<file path="src/pin_func_pkg.sv">
// Constants for the port 0 / port 1 pin function multiplexer
package pin_func_pkg;
    // Pin slots and register port geometry
    localparam int NUM_PINS = 12;
    localparam int ADDR_W = 4;
    localparam int NUM_IRQ = 16;
    // Pin slot indices, also the register addresses
    localparam int PIN_P00 = 0;
    localparam int PIN_P01 = 1;
    localparam int PIN_P02 = 2;
    localparam int PIN_P03 = 3;
    localparam int PIN_P05 = 4;
    localparam int PIN_P07 = 5;
    localparam int PIN_P12 = 6;
    localparam int PIN_P13 = 7;
    localparam int PIN_P14 = 8;
    localparam int PIN_P15 = 9;
    localparam int PIN_P16 = 10;
    localparam int PIN_P17 = 11;
    localparam logic [ADDR_W-1:0] PIN_ADDR [NUM_PINS] = '{
        4'h0, 4'h1, 4'h2, 4'h3, 4'h4, 4'h5, 4'h6, 4'h7, 4'h8, 4'h9, 4'ha, 4'hb};
    localparam logic [ADDR_W-1:0] LAST_REG_ADDR = 4'hb;
    // External interrupt line fed by each pin slot
    localparam logic [3:0] IRQ_LINE [NUM_PINS] = '{
        4'h8, 4'h9, 4'ha, 4'hb, 4'hd, 4'hf, 4'h2, 4'h3, 4'h4, 4'h5, 4'h6, 4'h7};
    // Register field layout and reset value
    localparam int SEL_LSB = 0;
    localparam int SEL_W = 6;
    localparam int IRQ_EN_BIT = 6;
    localparam int ANALOG_BIT = 7;
    localparam logic [7:0] REG_RESET = 8'h00;
    // Selector codes
    localparam logic [SEL_W-1:0] CODE_HIZ = 6'h00;
    localparam logic [SEL_W-1:0] CODE_TIMER = 6'h05;
    localparam logic [SEL_W-1:0] CODE_ADC_MTU = 6'h08;
    localparam logic [SEL_W-1:0] CODE_SERIAL_A = 6'h0a;
    localparam logic [SEL_W-1:0] CODE_SERIAL_B = 6'h0b;
    localparam logic [SEL_W-1:0] CODE_SPI = 6'h0d;
    localparam logic [SEL_W-1:0] CODE_I2C = 6'h0f;
    localparam logic [SEL_W-1:0] CODE_CAN = 6'h10;
    // Peripheral input slots routed from pins
    localparam int NUM_PERIPH_IN = 14;
    localparam int IN_TMR0_RST = 0;
    localparam int IN_TMR0_CLK = 1;
    localparam int IN_TMR2_CLK = 2;
    localparam int IN_SER6_RX = 3;
    localparam int IN_SER1_RX = 4;
    localparam int IN_SER1_CLK = 5;
    localparam int IN_SER3_RX = 6;
    localparam int IN_SER3_CLK = 7;
    localparam int IN_CAN_RX = 8;
    localparam int IN_ADC_TRG_N = 9;
    localparam int IN_SPI_MISO = 10;
    localparam int IN_I2C_CLK = 11;
    localparam int IN_I2C_DATA = 12;
    localparam int IN_MTU_4B = 13;
    // Idle level of peripheral inputs when no pin feeds them
    localparam logic [NUM_PERIPH_IN-1:0] PERIPH_IDLE = 14'h0200;
endpackage

</file>
<file path="src/port01_pin_function_select.sv">
// Pin function multiplexer for port 0 and port 1 pins
`timescale 1ns/1ps
module port01_pin_function_select
    import pin_func_pkg::*;
(
    // Clock and reset
    input wire logic clk,
    input wire logic reset_n,
    // Register port
    input wire logic [ADDR_W-1:0] regAddr,
    input wire logic [7:0] regWdata,
    input wire logic regWrite,
    input wire logic regRead,
    output logic [7:0] regRdata,
    // Package pins
    input wire logic [NUM_PINS-1:0] pinIn,
    output logic [NUM_PINS-1:0] pinOut,
    output logic [NUM_PINS-1:0] pinOe,
    // Peripheral signals driven toward pins
    input wire logic serial6Transmit,
    input wire logic serial6TransmitOe,
    input wire logic serial1Transmit,
    input wire logic serial1TransmitOe,
    input wire logic serial1ClockOut,
    input wire logic serial1ClockOe,
    input wire logic serial3Transmit,
    input wire logic serial3TransmitOe,
    input wire logic serial3ClockOut,
    input wire logic serial3ClockOe,
    input wire logic spiMasterOut,
    input wire logic spiMasterOutOe,
    input wire logic i2c2ClockOut,
    input wire logic i2c2ClockOe,
    input wire logic i2c2DataOut,
    input wire logic i2c2DataOe,
    input wire logic multitimer4bOut,
    input wire logic multitimer4bOe,
    // Peripheral inputs taken from pins
    output logic timer8Ch0ResetIn,
    output logic timer8Ch0ClockIn,
    output logic timer8Ch2ClockIn,
    output logic serial6Receive,
    output logic serial1Receive,
    output logic serial1ClockIn,
    output logic serial3Receive,
    output logic serial3ClockIn,
    output logic canReceive,
    output logic adcTrigger0N,
    output logic spiMasterIn,
    output logic i2c2ClockIn,
    output logic i2c2DataIn,
    output logic multitimer4bIn,
    // External interrupt request lines
    output logic [NUM_IRQ-1:0] externalIrqLine
);

    logic rstMeta;
    logic rstN;
    logic [7:0] cfgReg [NUM_PINS];
    logic [NUM_PINS-1:0] pinMeta;
    logic [NUM_PINS-1:0] pinSync;
    logic [SEL_W-1:0] pinSel [NUM_PINS];
    logic [NUM_PINS-1:0] irqEn;
    logic [NUM_PINS-1:0] analogEn;
    logic [NUM_PINS-1:0] drvOut;
    logic [NUM_PINS-1:0] drvOe;
    logic [NUM_PERIPH_IN-1:0] periphNext;
    logic [NUM_PERIPH_IN-1:0] periphReg;
    logic [NUM_IRQ-1:0] irqNext;
    logic addrHit;
    logic [7:0] rdataNext;

    // Selector match, digital routing only while analog use is off
    function automatic logic selIs(input logic [SEL_W-1:0] sel, input logic ana,
                                   input logic [SEL_W-1:0] code);
        return !ana && (sel == code);
    endfunction

    // Reset release through two flops
    always_ff @(posedge clk or negedge reset_n) begin
        if (!reset_n) begin
            rstMeta <= 1'b0;
            rstN <= 1'b0;
        end else begin
            rstMeta <= 1'b1;
            rstN <= rstMeta;
        end
    end

    // Pin input synchroniser
    always_ff @(posedge clk or negedge rstN) begin
        if (!rstN) begin
            pinMeta <= '0;
            pinSync <= '0;
        end else begin
            pinMeta <= pinIn;
            pinSync <= pinMeta;
        end
    end

    // Function control registers, one per pin slot
    genvar gi;
    generate
        for (gi = 0; gi < NUM_PINS; gi++) begin : g_cfg
            always_ff @(posedge clk or negedge rstN) begin
                if (!rstN) begin
                    cfgReg[gi] <= REG_RESET;
                end else if (regWrite && regAddr == PIN_ADDR[gi]) begin
                    cfgReg[gi] <= regWdata;
                end
            end
            assign pinSel[gi] = cfgReg[gi][SEL_LSB +: SEL_W];
            assign irqEn[gi] = cfgReg[gi][IRQ_EN_BIT];
            assign analogEn[gi] = cfgReg[gi][ANALOG_BIT];
            // Interrupt line gated by the enable bit
            assign irqNext[IRQ_LINE[gi]] = irqEn[gi] & pinSync[gi];
        end
    endgenerate

    // Lines with no pin in this block stay low
    assign irqNext[0] = 1'b0;
    assign irqNext[1] = 1'b0;
    assign irqNext[12] = 1'b0;
    assign irqNext[14] = 1'b0;

    // Register read decode, unmapped addresses read zero
    assign addrHit = regAddr <= LAST_REG_ADDR;
    assign rdataNext = (regRead && addrHit) ? cfgReg[regAddr] : 8'h00;

    // Pins with no driving function in this block stay undriven
    assign drvOut[PIN_P01] = 1'b0;
    assign drvOe[PIN_P01] = 1'b0;
    assign drvOut[PIN_P02] = 1'b0;
    assign drvOe[PIN_P02] = 1'b0;
    assign drvOut[PIN_P03] = 1'b0;
    assign drvOe[PIN_P03] = 1'b0;
    assign drvOut[PIN_P05] = 1'b0;
    assign drvOe[PIN_P05] = 1'b0;
    assign drvOut[PIN_P07] = 1'b0;
    assign drvOe[PIN_P07] = 1'b0;
    assign drvOut[PIN_P12] = 1'b0;
    assign drvOe[PIN_P12] = 1'b0;
    assign drvOut[PIN_P13] = 1'b0;
    assign drvOe[PIN_P13] = 1'b0;
    assign drvOut[PIN_P14] = 1'b0;
    assign drvOe[PIN_P14] = 1'b0;

    // P00 output: serial6 transmit only
    assign drvOut[PIN_P00] = serial6Transmit;
    assign drvOe[PIN_P00] = selIs(pinSel[PIN_P00], analogEn[PIN_P00], CODE_SERIAL_A)
                            & serial6TransmitOe;

    // P15 output: serial3 clock only
    assign drvOut[PIN_P15] = serial3ClockOut;
    assign drvOe[PIN_P15] = selIs(pinSel[PIN_P15], analogEn[PIN_P15], CODE_SERIAL_B)
                            & serial3ClockOe;

    // P16 output select, other codes leave it undriven
    assign drvOut[PIN_P16] =
        selIs(pinSel[PIN_P16], analogEn[PIN_P16], CODE_SERIAL_A) ? serial1Transmit :
        selIs(pinSel[PIN_P16], analogEn[PIN_P16], CODE_SPI) ? spiMasterOut :
        selIs(pinSel[PIN_P16], analogEn[PIN_P16], CODE_I2C) ? i2c2ClockOut : 1'b0;
    assign drvOe[PIN_P16] =
        selIs(pinSel[PIN_P16], analogEn[PIN_P16], CODE_SERIAL_A) ? serial1TransmitOe :
        selIs(pinSel[PIN_P16], analogEn[PIN_P16], CODE_SPI) ? spiMasterOutOe :
        selIs(pinSel[PIN_P16], analogEn[PIN_P16], CODE_I2C) ? i2c2ClockOe : 1'b0;

    // P17 output select, other codes leave it undriven
    assign drvOut[PIN_P17] =
        selIs(pinSel[PIN_P17], analogEn[PIN_P17], CODE_ADC_MTU) ? multitimer4bOut :
        selIs(pinSel[PIN_P17], analogEn[PIN_P17], CODE_SERIAL_A) ? serial1ClockOut :
        selIs(pinSel[PIN_P17], analogEn[PIN_P17], CODE_SERIAL_B) ? serial3Transmit :
        selIs(pinSel[PIN_P17], analogEn[PIN_P17], CODE_I2C) ? i2c2DataOut : 1'b0;
    assign drvOe[PIN_P17] =
        selIs(pinSel[PIN_P17], analogEn[PIN_P17], CODE_ADC_MTU) ? multitimer4bOe :
        selIs(pinSel[PIN_P17], analogEn[PIN_P17], CODE_SERIAL_A) ? serial1ClockOe :
        selIs(pinSel[PIN_P17], analogEn[PIN_P17], CODE_SERIAL_B) ? serial3TransmitOe :
        selIs(pinSel[PIN_P17], analogEn[PIN_P17], CODE_I2C) ? i2c2DataOe : 1'b0;

    // Peripheral inputs, idle level when not routed
    assign periphNext[IN_TMR0_RST] =
        selIs(pinSel[PIN_P00], analogEn[PIN_P00], CODE_TIMER) & pinSync[PIN_P00];
    assign periphNext[IN_TMR0_CLK] =
        selIs(pinSel[PIN_P01], analogEn[PIN_P01], CODE_TIMER) & pinSync[PIN_P01];
    assign periphNext[IN_SER6_RX] =
        selIs(pinSel[PIN_P01], analogEn[PIN_P01], CODE_SERIAL_A) & pinSync[PIN_P01];
    assign periphNext[IN_TMR2_CLK] =
        selIs(pinSel[PIN_P15], analogEn[PIN_P15], CODE_TIMER) & pinSync[PIN_P15];
    assign periphNext[IN_SER1_RX] =
        selIs(pinSel[PIN_P15], analogEn[PIN_P15], CODE_SERIAL_A) & pinSync[PIN_P15];
    assign periphNext[IN_SER3_CLK] =
        selIs(pinSel[PIN_P15], analogEn[PIN_P15], CODE_SERIAL_B) & pinSync[PIN_P15];
    assign periphNext[IN_CAN_RX] =
        selIs(pinSel[PIN_P15], analogEn[PIN_P15], CODE_CAN) & pinSync[PIN_P15];
    assign periphNext[IN_ADC_TRG_N] =
        !selIs(pinSel[PIN_P16], analogEn[PIN_P16], CODE_ADC_MTU) | pinSync[PIN_P16];
    assign periphNext[IN_SER3_RX] =
        selIs(pinSel[PIN_P16], analogEn[PIN_P16], CODE_SERIAL_B) & pinSync[PIN_P16];
    assign periphNext[IN_I2C_CLK] =
        selIs(pinSel[PIN_P16], analogEn[PIN_P16], CODE_I2C) & pinSync[PIN_P16];
    assign periphNext[IN_MTU_4B] =
        selIs(pinSel[PIN_P17], analogEn[PIN_P17], CODE_ADC_MTU) & pinSync[PIN_P17];
    assign periphNext[IN_SER1_CLK] =
        selIs(pinSel[PIN_P17], analogEn[PIN_P17], CODE_SERIAL_A) & pinSync[PIN_P17];
    assign periphNext[IN_SPI_MISO] =
        selIs(pinSel[PIN_P17], analogEn[PIN_P17], CODE_SPI) & pinSync[PIN_P17];
    assign periphNext[IN_I2C_DATA] =
        selIs(pinSel[PIN_P17], analogEn[PIN_P17], CODE_I2C) & pinSync[PIN_P17];

    // Output flops for pins, peripheral inputs, interrupts and read data
    always_ff @(posedge clk or negedge rstN) begin
        if (!rstN) begin
            pinOut <= '0;
            pinOe <= '0;
            periphReg <= PERIPH_IDLE;
            externalIrqLine <= '0;
            regRdata <= 8'h00;
        end else begin
            pinOut <= drvOut;
            pinOe <= drvOe;
            periphReg <= periphNext;
            externalIrqLine <= irqNext;
            regRdata <= rdataNext;
        end
    end

    // Peripheral input ports
    assign timer8Ch0ResetIn = periphReg[IN_TMR0_RST];
    assign timer8Ch0ClockIn = periphReg[IN_TMR0_CLK];
    assign timer8Ch2ClockIn = periphReg[IN_TMR2_CLK];
    assign serial6Receive = periphReg[IN_SER6_RX];
    assign serial1Receive = periphReg[IN_SER1_RX];
    assign serial1ClockIn = periphReg[IN_SER1_CLK];
    assign serial3Receive = periphReg[IN_SER3_RX];
    assign serial3ClockIn = periphReg[IN_SER3_CLK];
    assign canReceive = periphReg[IN_CAN_RX];
    assign adcTrigger0N = periphReg[IN_ADC_TRG_N];
    assign spiMasterIn = periphReg[IN_SPI_MISO];
    assign i2c2ClockIn = periphReg[IN_I2C_CLK];
    assign i2c2DataIn = periphReg[IN_I2C_DATA];
    assign multitimer4bIn = periphReg[IN_MTU_4B];
endmodule // port01_pin_function_select

</file>
<file path="config.mk">
export PLATFORM = sky130hd
export DESIGN_NAME = port01_pin_function_select
export DESIGN_NICKNAME = d
export VERILOG_FILES = /design/src/pin_func_pkg.sv /design/src/port01_pin_function_select.sv
export SDC_FILE = /design/constraint.sdc
export NUM_CORES = 1
export LEC_CHECK = 0
export BUFFER_PORTS_ARGS = -buffer_cell sky130_fd_sc_hd__buf_4
export CORE_MARGIN = 1
export CORE_UTILIZATION = 45
export DETAILED_ROUTE_END_ITERATION = 8
export GPL_TIMING_DRIVEN = 0
export PLACE_DENSITY = 0.68
export SYNTH_ARGS = -nofsm -noshare
export SYNTH_HDL_FRONTEND = slang
export SYNTH_SLANG_ARGS = --single-unit
</file>
<file path="constraint.sdc">
create_clock -name clk -period 4.4 [get_ports clk]
set_input_delay 0.88 -clock clk [delete_from_list [all_inputs] [get_ports clk]]
set_output_delay 0.88 -clock clk [all_outputs]
set_load 0.02 [all_outputs]
</file>
# After elaboration in Yosys (flattened, before gate mapping)
# Index checks and enable logic that the tools add are counted.
# classes
add_sub_neg	0
mul	0
n_div	0
order_cmp	2
n_eq_ne	29
shifts	0
mux	18
bitwise_logic	29
n_reduce_logical	38
# op_table
op	n
equality test 6 x 4 -> 1 bit, second input constant	14
binary-select mux 8 bit (select 4 bit)	1
logical AND 1 bit	31
AND 1 bit	27
two-way mux 8 bit	3
equality test 6 x 3 -> 1 bit, second input constant	3
equality test 4 x 3 -> 1 bit, second input constant	4
equality test 4 bit, second input constant	4
two-way mux 1 bit	14
equality test 4 x 2 -> 1 bit, second input constant	2
equality test 6 x 5 -> 1 bit, second input constant	1
zero test 1 bit	6
>= comparator 5 bit, second input constant	1
inverter 4 -> 5 bit	1
equality test 4 x 1 -> 1 bit, second input constant	1
less-or-equal comparator 4 bit, second input constant	1
zero test 4 bit	1
OR 1 bit	1
# totals
reg_bits	164
latch_bits	0
ramBits	0
mem_bits_ro	0
input_bits	46
output_inout_bits	62
memories	0

# Depth between registers and ports, before layout
# logic_depth
word_depth	6
mapped_depth	6
ltp_nobuf	4

# Worst setup path before layout
# Ideal clock, no wire load.
# synth_timing
path_type	input-to-reg
from	input regAddr[1]
to	register cfgReg[19] (netlist bit)
setup_ns	0.125
arrival_ns	1.844
required_time_ns	4.275
slack_ns	2.432
cell_stages	4
n_path_buf	1
cell_sequence	buf_2 > nand2b_1 > nor2_2 > mux2_2
# synth_via
elab_chain_len	2
# synth_rtl
element	line	text
start, declared	port01_pin_function_select.sv:10	input wire logic [ADDR_W-1:0] regAddr,
equality test 4 bit	port01_pin_function_select.sv:108	end else if (regWrite && regAddr == PIN_ADDR[gi]) begin
logical AND 1 bit	port01_pin_function_select.sv:108	
end signal, assigned by index	port01_pin_function_select.sv:109	cfgReg[gi] <= regWdata;
end, declared	port01_pin_function_select.sv:59	logic [7:0] cfgReg [NUM_PINS];
# No other way between the ends.
# A chain may end at the register's enable or synchronous reset.

# Worst setup path in the final report
# layout_timing
from	register periphReg[9]
to	output adcTrigger0N
# layout_lines
element	line	text
start, declared	port01_pin_function_select.sv:68	logic [NUM_PERIPH_IN-1:0] periphReg;
start signal, assigned	port01_pin_function_select.sv:221	periphReg <= periphNext;
end, declared	port01_pin_function_select.sv:48	output logic adcTrigger0N,
# No word-level cell between the ends.

==> impl_metrics.json <==
{
  "dieArea_um2": 15600,
  "synth_simple_gate_area_frac": 0.08227,
  "violations": "design-rule violations",
  "routedWlPerCell_um": 17.67,
  "slowest_stage": "dfstp_2",
  "ff2ff_path_depth": 4,
  "hold_viol": 0,
  "synth.top_cell.area_share": 0.6000,
  "crit-reg2reg-launch": "cfgReg[12]",
  "layout_commonest_cell": "dfrtp_1",
  "finalInstanceArea_um2": 8363,
  "synth_top_family_by_area": "multiplexers",
  "r2r-end": "pinOut[10]",
  "synthCells": 488,
  "cts_root_buf": "clkbuf_16",
  "port_buffers": 86,
  "die_w_um": 124.9,
  "die_h_um": 124.9,
  "worstMarginPinSlew_ps": 726.4,
  "synth_xor_area_frac": 0,
  "place_ws_ps": 2106,
  "coreArea_um2": 14640,
  "num_rows": 44,
  "switching_share": 0.2642,
  "antenna_found_initial": 0,
  "p_int_mw": 2.917,
  "post_cts_buffers": 0,
  "vias": 4234,
  "synth-main-ff-cell": "dfrtp_1",
  "ys_seq_area_frac": 0.6039,
  "gp_congestion": 0.8229,
  "grt_pass1_vias": 4363,
  "syn_area_um2": 6798,
  "synth_cell_type_count": 36,
  "cap_violations": 0,
  "ant_nets": 0,
  "combPwrFrac": 0.175,
  "end_kind": "output pin",
  "synth_mux_area_frac": 0.2360,
  "pin_count": 108,
  "worstHoldPathType": "flip-flop to asynchronous set/reset pin",
  "status": "finished with violations",
  "cts_resized": 0,
  "avgSynthCellArea_um2": 13.93,
  "synth_edf_count": 0,
  "layout_setup_ws_ps": 2450,
  "grt_pass1_wl_mm": 23.52,
  "clockPowerShare": 0.342,
  "startpoint_type": "flip-flop",
  "crit_type": "flip-flop to output pin",
  "start_util": 0.4642,
  "r2r_setup_slack_ps": 2770,
  "clkTransAtPathRegs_ps": 60,
  "cts_sinks": 164,
  "seq_power_share": 0.483,
  "area_delta_synth_final_pct": 23.03,
  "pwr_density_cell_nw_per_um2": 474.1,
  "p_leak_nw": 3.937,
  "cp.required_ps": 3520,
  "firstDrtPassIters": 7,
  "switchingPower_mw": 1.047,
  "cts_tree": "built",
  "setup_viol": 0,
  "post_drt_via_cell_ratio": 5.214,
  "grt_max_degree": 73,
  "ys_ff_latch": 164,
  "cp_cell_sequence": "buf_4",
  "postSynth.asyncResetShare": 1.000,
  "grt_remaining_overflow": 0,
  "cts_inserted_buffers": 17,
  "globalRouteTotalUtil": 0.1996,
  "hold_ws_ps": 105.5,
  "fmax_ghz": 0.5127,
  "finClkSkew_ps": 6.610,
  "cp_data_arrival_time_ps": 1070,
  "slew_headroom": 0.5157,
  "antennaDiodeCount": 0,
  "post_dp_cell_area_um2": 7824,
  "final_nets": 661,
  "worst_skew_pair.late_latency_ps": 420,
  "power.total_mw": 3.965,
  "post-synth-top-area-cell": "dfrtp_1",
  "drc": 28,
  "h-tree-depth": 4,
  "fin_setup_tns_ps": 0,
  "fin_crit_ps": 1950,
  "critPathBufInv": 1,
  "crit_fanout": 1,
  "fin_crit_sh": 0.4432,
  "synth_compound_area_frac": 0.03239,
  "clk_path_buf_depth": 2,
  "hpwl_mm": 9.915,
  "hold_buffers": 0,
  "final_cell_mix": "dfrtp_1 (162), buf_4 (108), mux2_2 (98)",
  "rsz0062_at_grt": "false",
  "drive_gt1_frac": 0.4220,
  "wirelength_mm": 14.34,
  "ys_top_cells_by_area": "dfrtp_1 (60%), mux2_2 (16%), mux2i_1 (4.7%), mux4_2 (2.7%), buf_4 (2.4%)",
  "max_stage_delay_ps": 520,
  "synth_adder_area_share": 0,
  "ir_drop_mv": 0.3014,
  "ys_warn_count": 0,
  "maxSlewViolCount": 0,
  "drt_iter0_markers": 178,
  "critical_path.top_delay_family": "flip-flops"
}
-- kinds of logic after synthesis --
| logic type | Yosys count |
|---|---|
| buffers and inverters | 55 |
| flip-flops | 164 |
| multiplexers | 138 |
| other | 2 |
| AND/OR/NAND/NOR | 97 |
| AO/OA/AOI/OAI | 32 |
-- how the worst max path moves through the flow --
stage                  from            endpoint  slack (ps)  depth (start not counted)
6_report       periphReg[9]        adcTrigger0N        2450                          1
4_1_cts        periphReg[9]        adcTrigger0N        2430                          1
5_1_grt        periphReg[9]        adcTrigger0N        2430                          1
3_5_place_dp     regAddr[0]         regRdata[2]        2110                          6
3_3_place_gp           rstN  externalIrqLine[4]         860                          0
2_1_floorplan          rstN         analogEn[0]        1690                          0
-- stage by stage --
stage,utilization,std cells
6_report,0.5711,812
5_1_grt,0.5711,812
4_1_cts,0.5711,812
3_5_place_dp,0.5343,780
3_3_place_gp,0.5290,777
2_1_floorplan,-,507
-- Yosys cell counts (all sizes together) (8+ instances only) --
| cell type | count |
|---|---|
| dfrtp | 163 |
| clkbuf | 14 |
| buf | 33 |
| a22oi | 16 |
| mux2 | 98 |
| o22ai | 8 |
| nand2 | 24 |
| nor2 | 15 |
| and2 | 14 |
| mux2i | 32 |
| inv | 8 |
| mux4 | 8 |
-- power by group through the flow --
stage	sequential, mW	clock (mW)	combinational, mW
2_1_floorplan	1.95	0	0.435
3_3_place_gp	1.95	0	0.639
3_5_place_dp	1.94	0	0.697
4_1_cts	1.92	1.38	0.700
5_1_grt	1.95	1.44	0.754
6_report	1.91	1.36	0.693
-- layout make-up --
type / instances / area, um^2
fillers: 1217 / 6281
flip-flops and latches: 164 / 4109
multi-input cells: 288 / 2462
repair buffers: 89 / 720.7
clock buffers: 23 / 457.9
plain buffers: 47 / 271.5
well taps: 184 / 230.2
clock inverters: 9 / 81.33
inverters: 8 / 30.03
-- registers in the layout, indices dropped and copies added (netlist names) --
register,cells
pinOe,4
rstN,1
pinMeta,12
pinOut,4
regRdata,8
pinSync,12
cfgReg,84
rstMeta,1
externalIrqLine,12
analogEn,12
periphReg,14
-- metal layers --
metal,share of wire,vias up,track usage
li1,-,1938,-
met2,0.50,120,0.3311
met4,0.016,0,0.07891
met1,0.42,2157,0.2492
met5,0,-,0
met3,0.058,19,0.05455
Power figures use the tool's default switching activity.
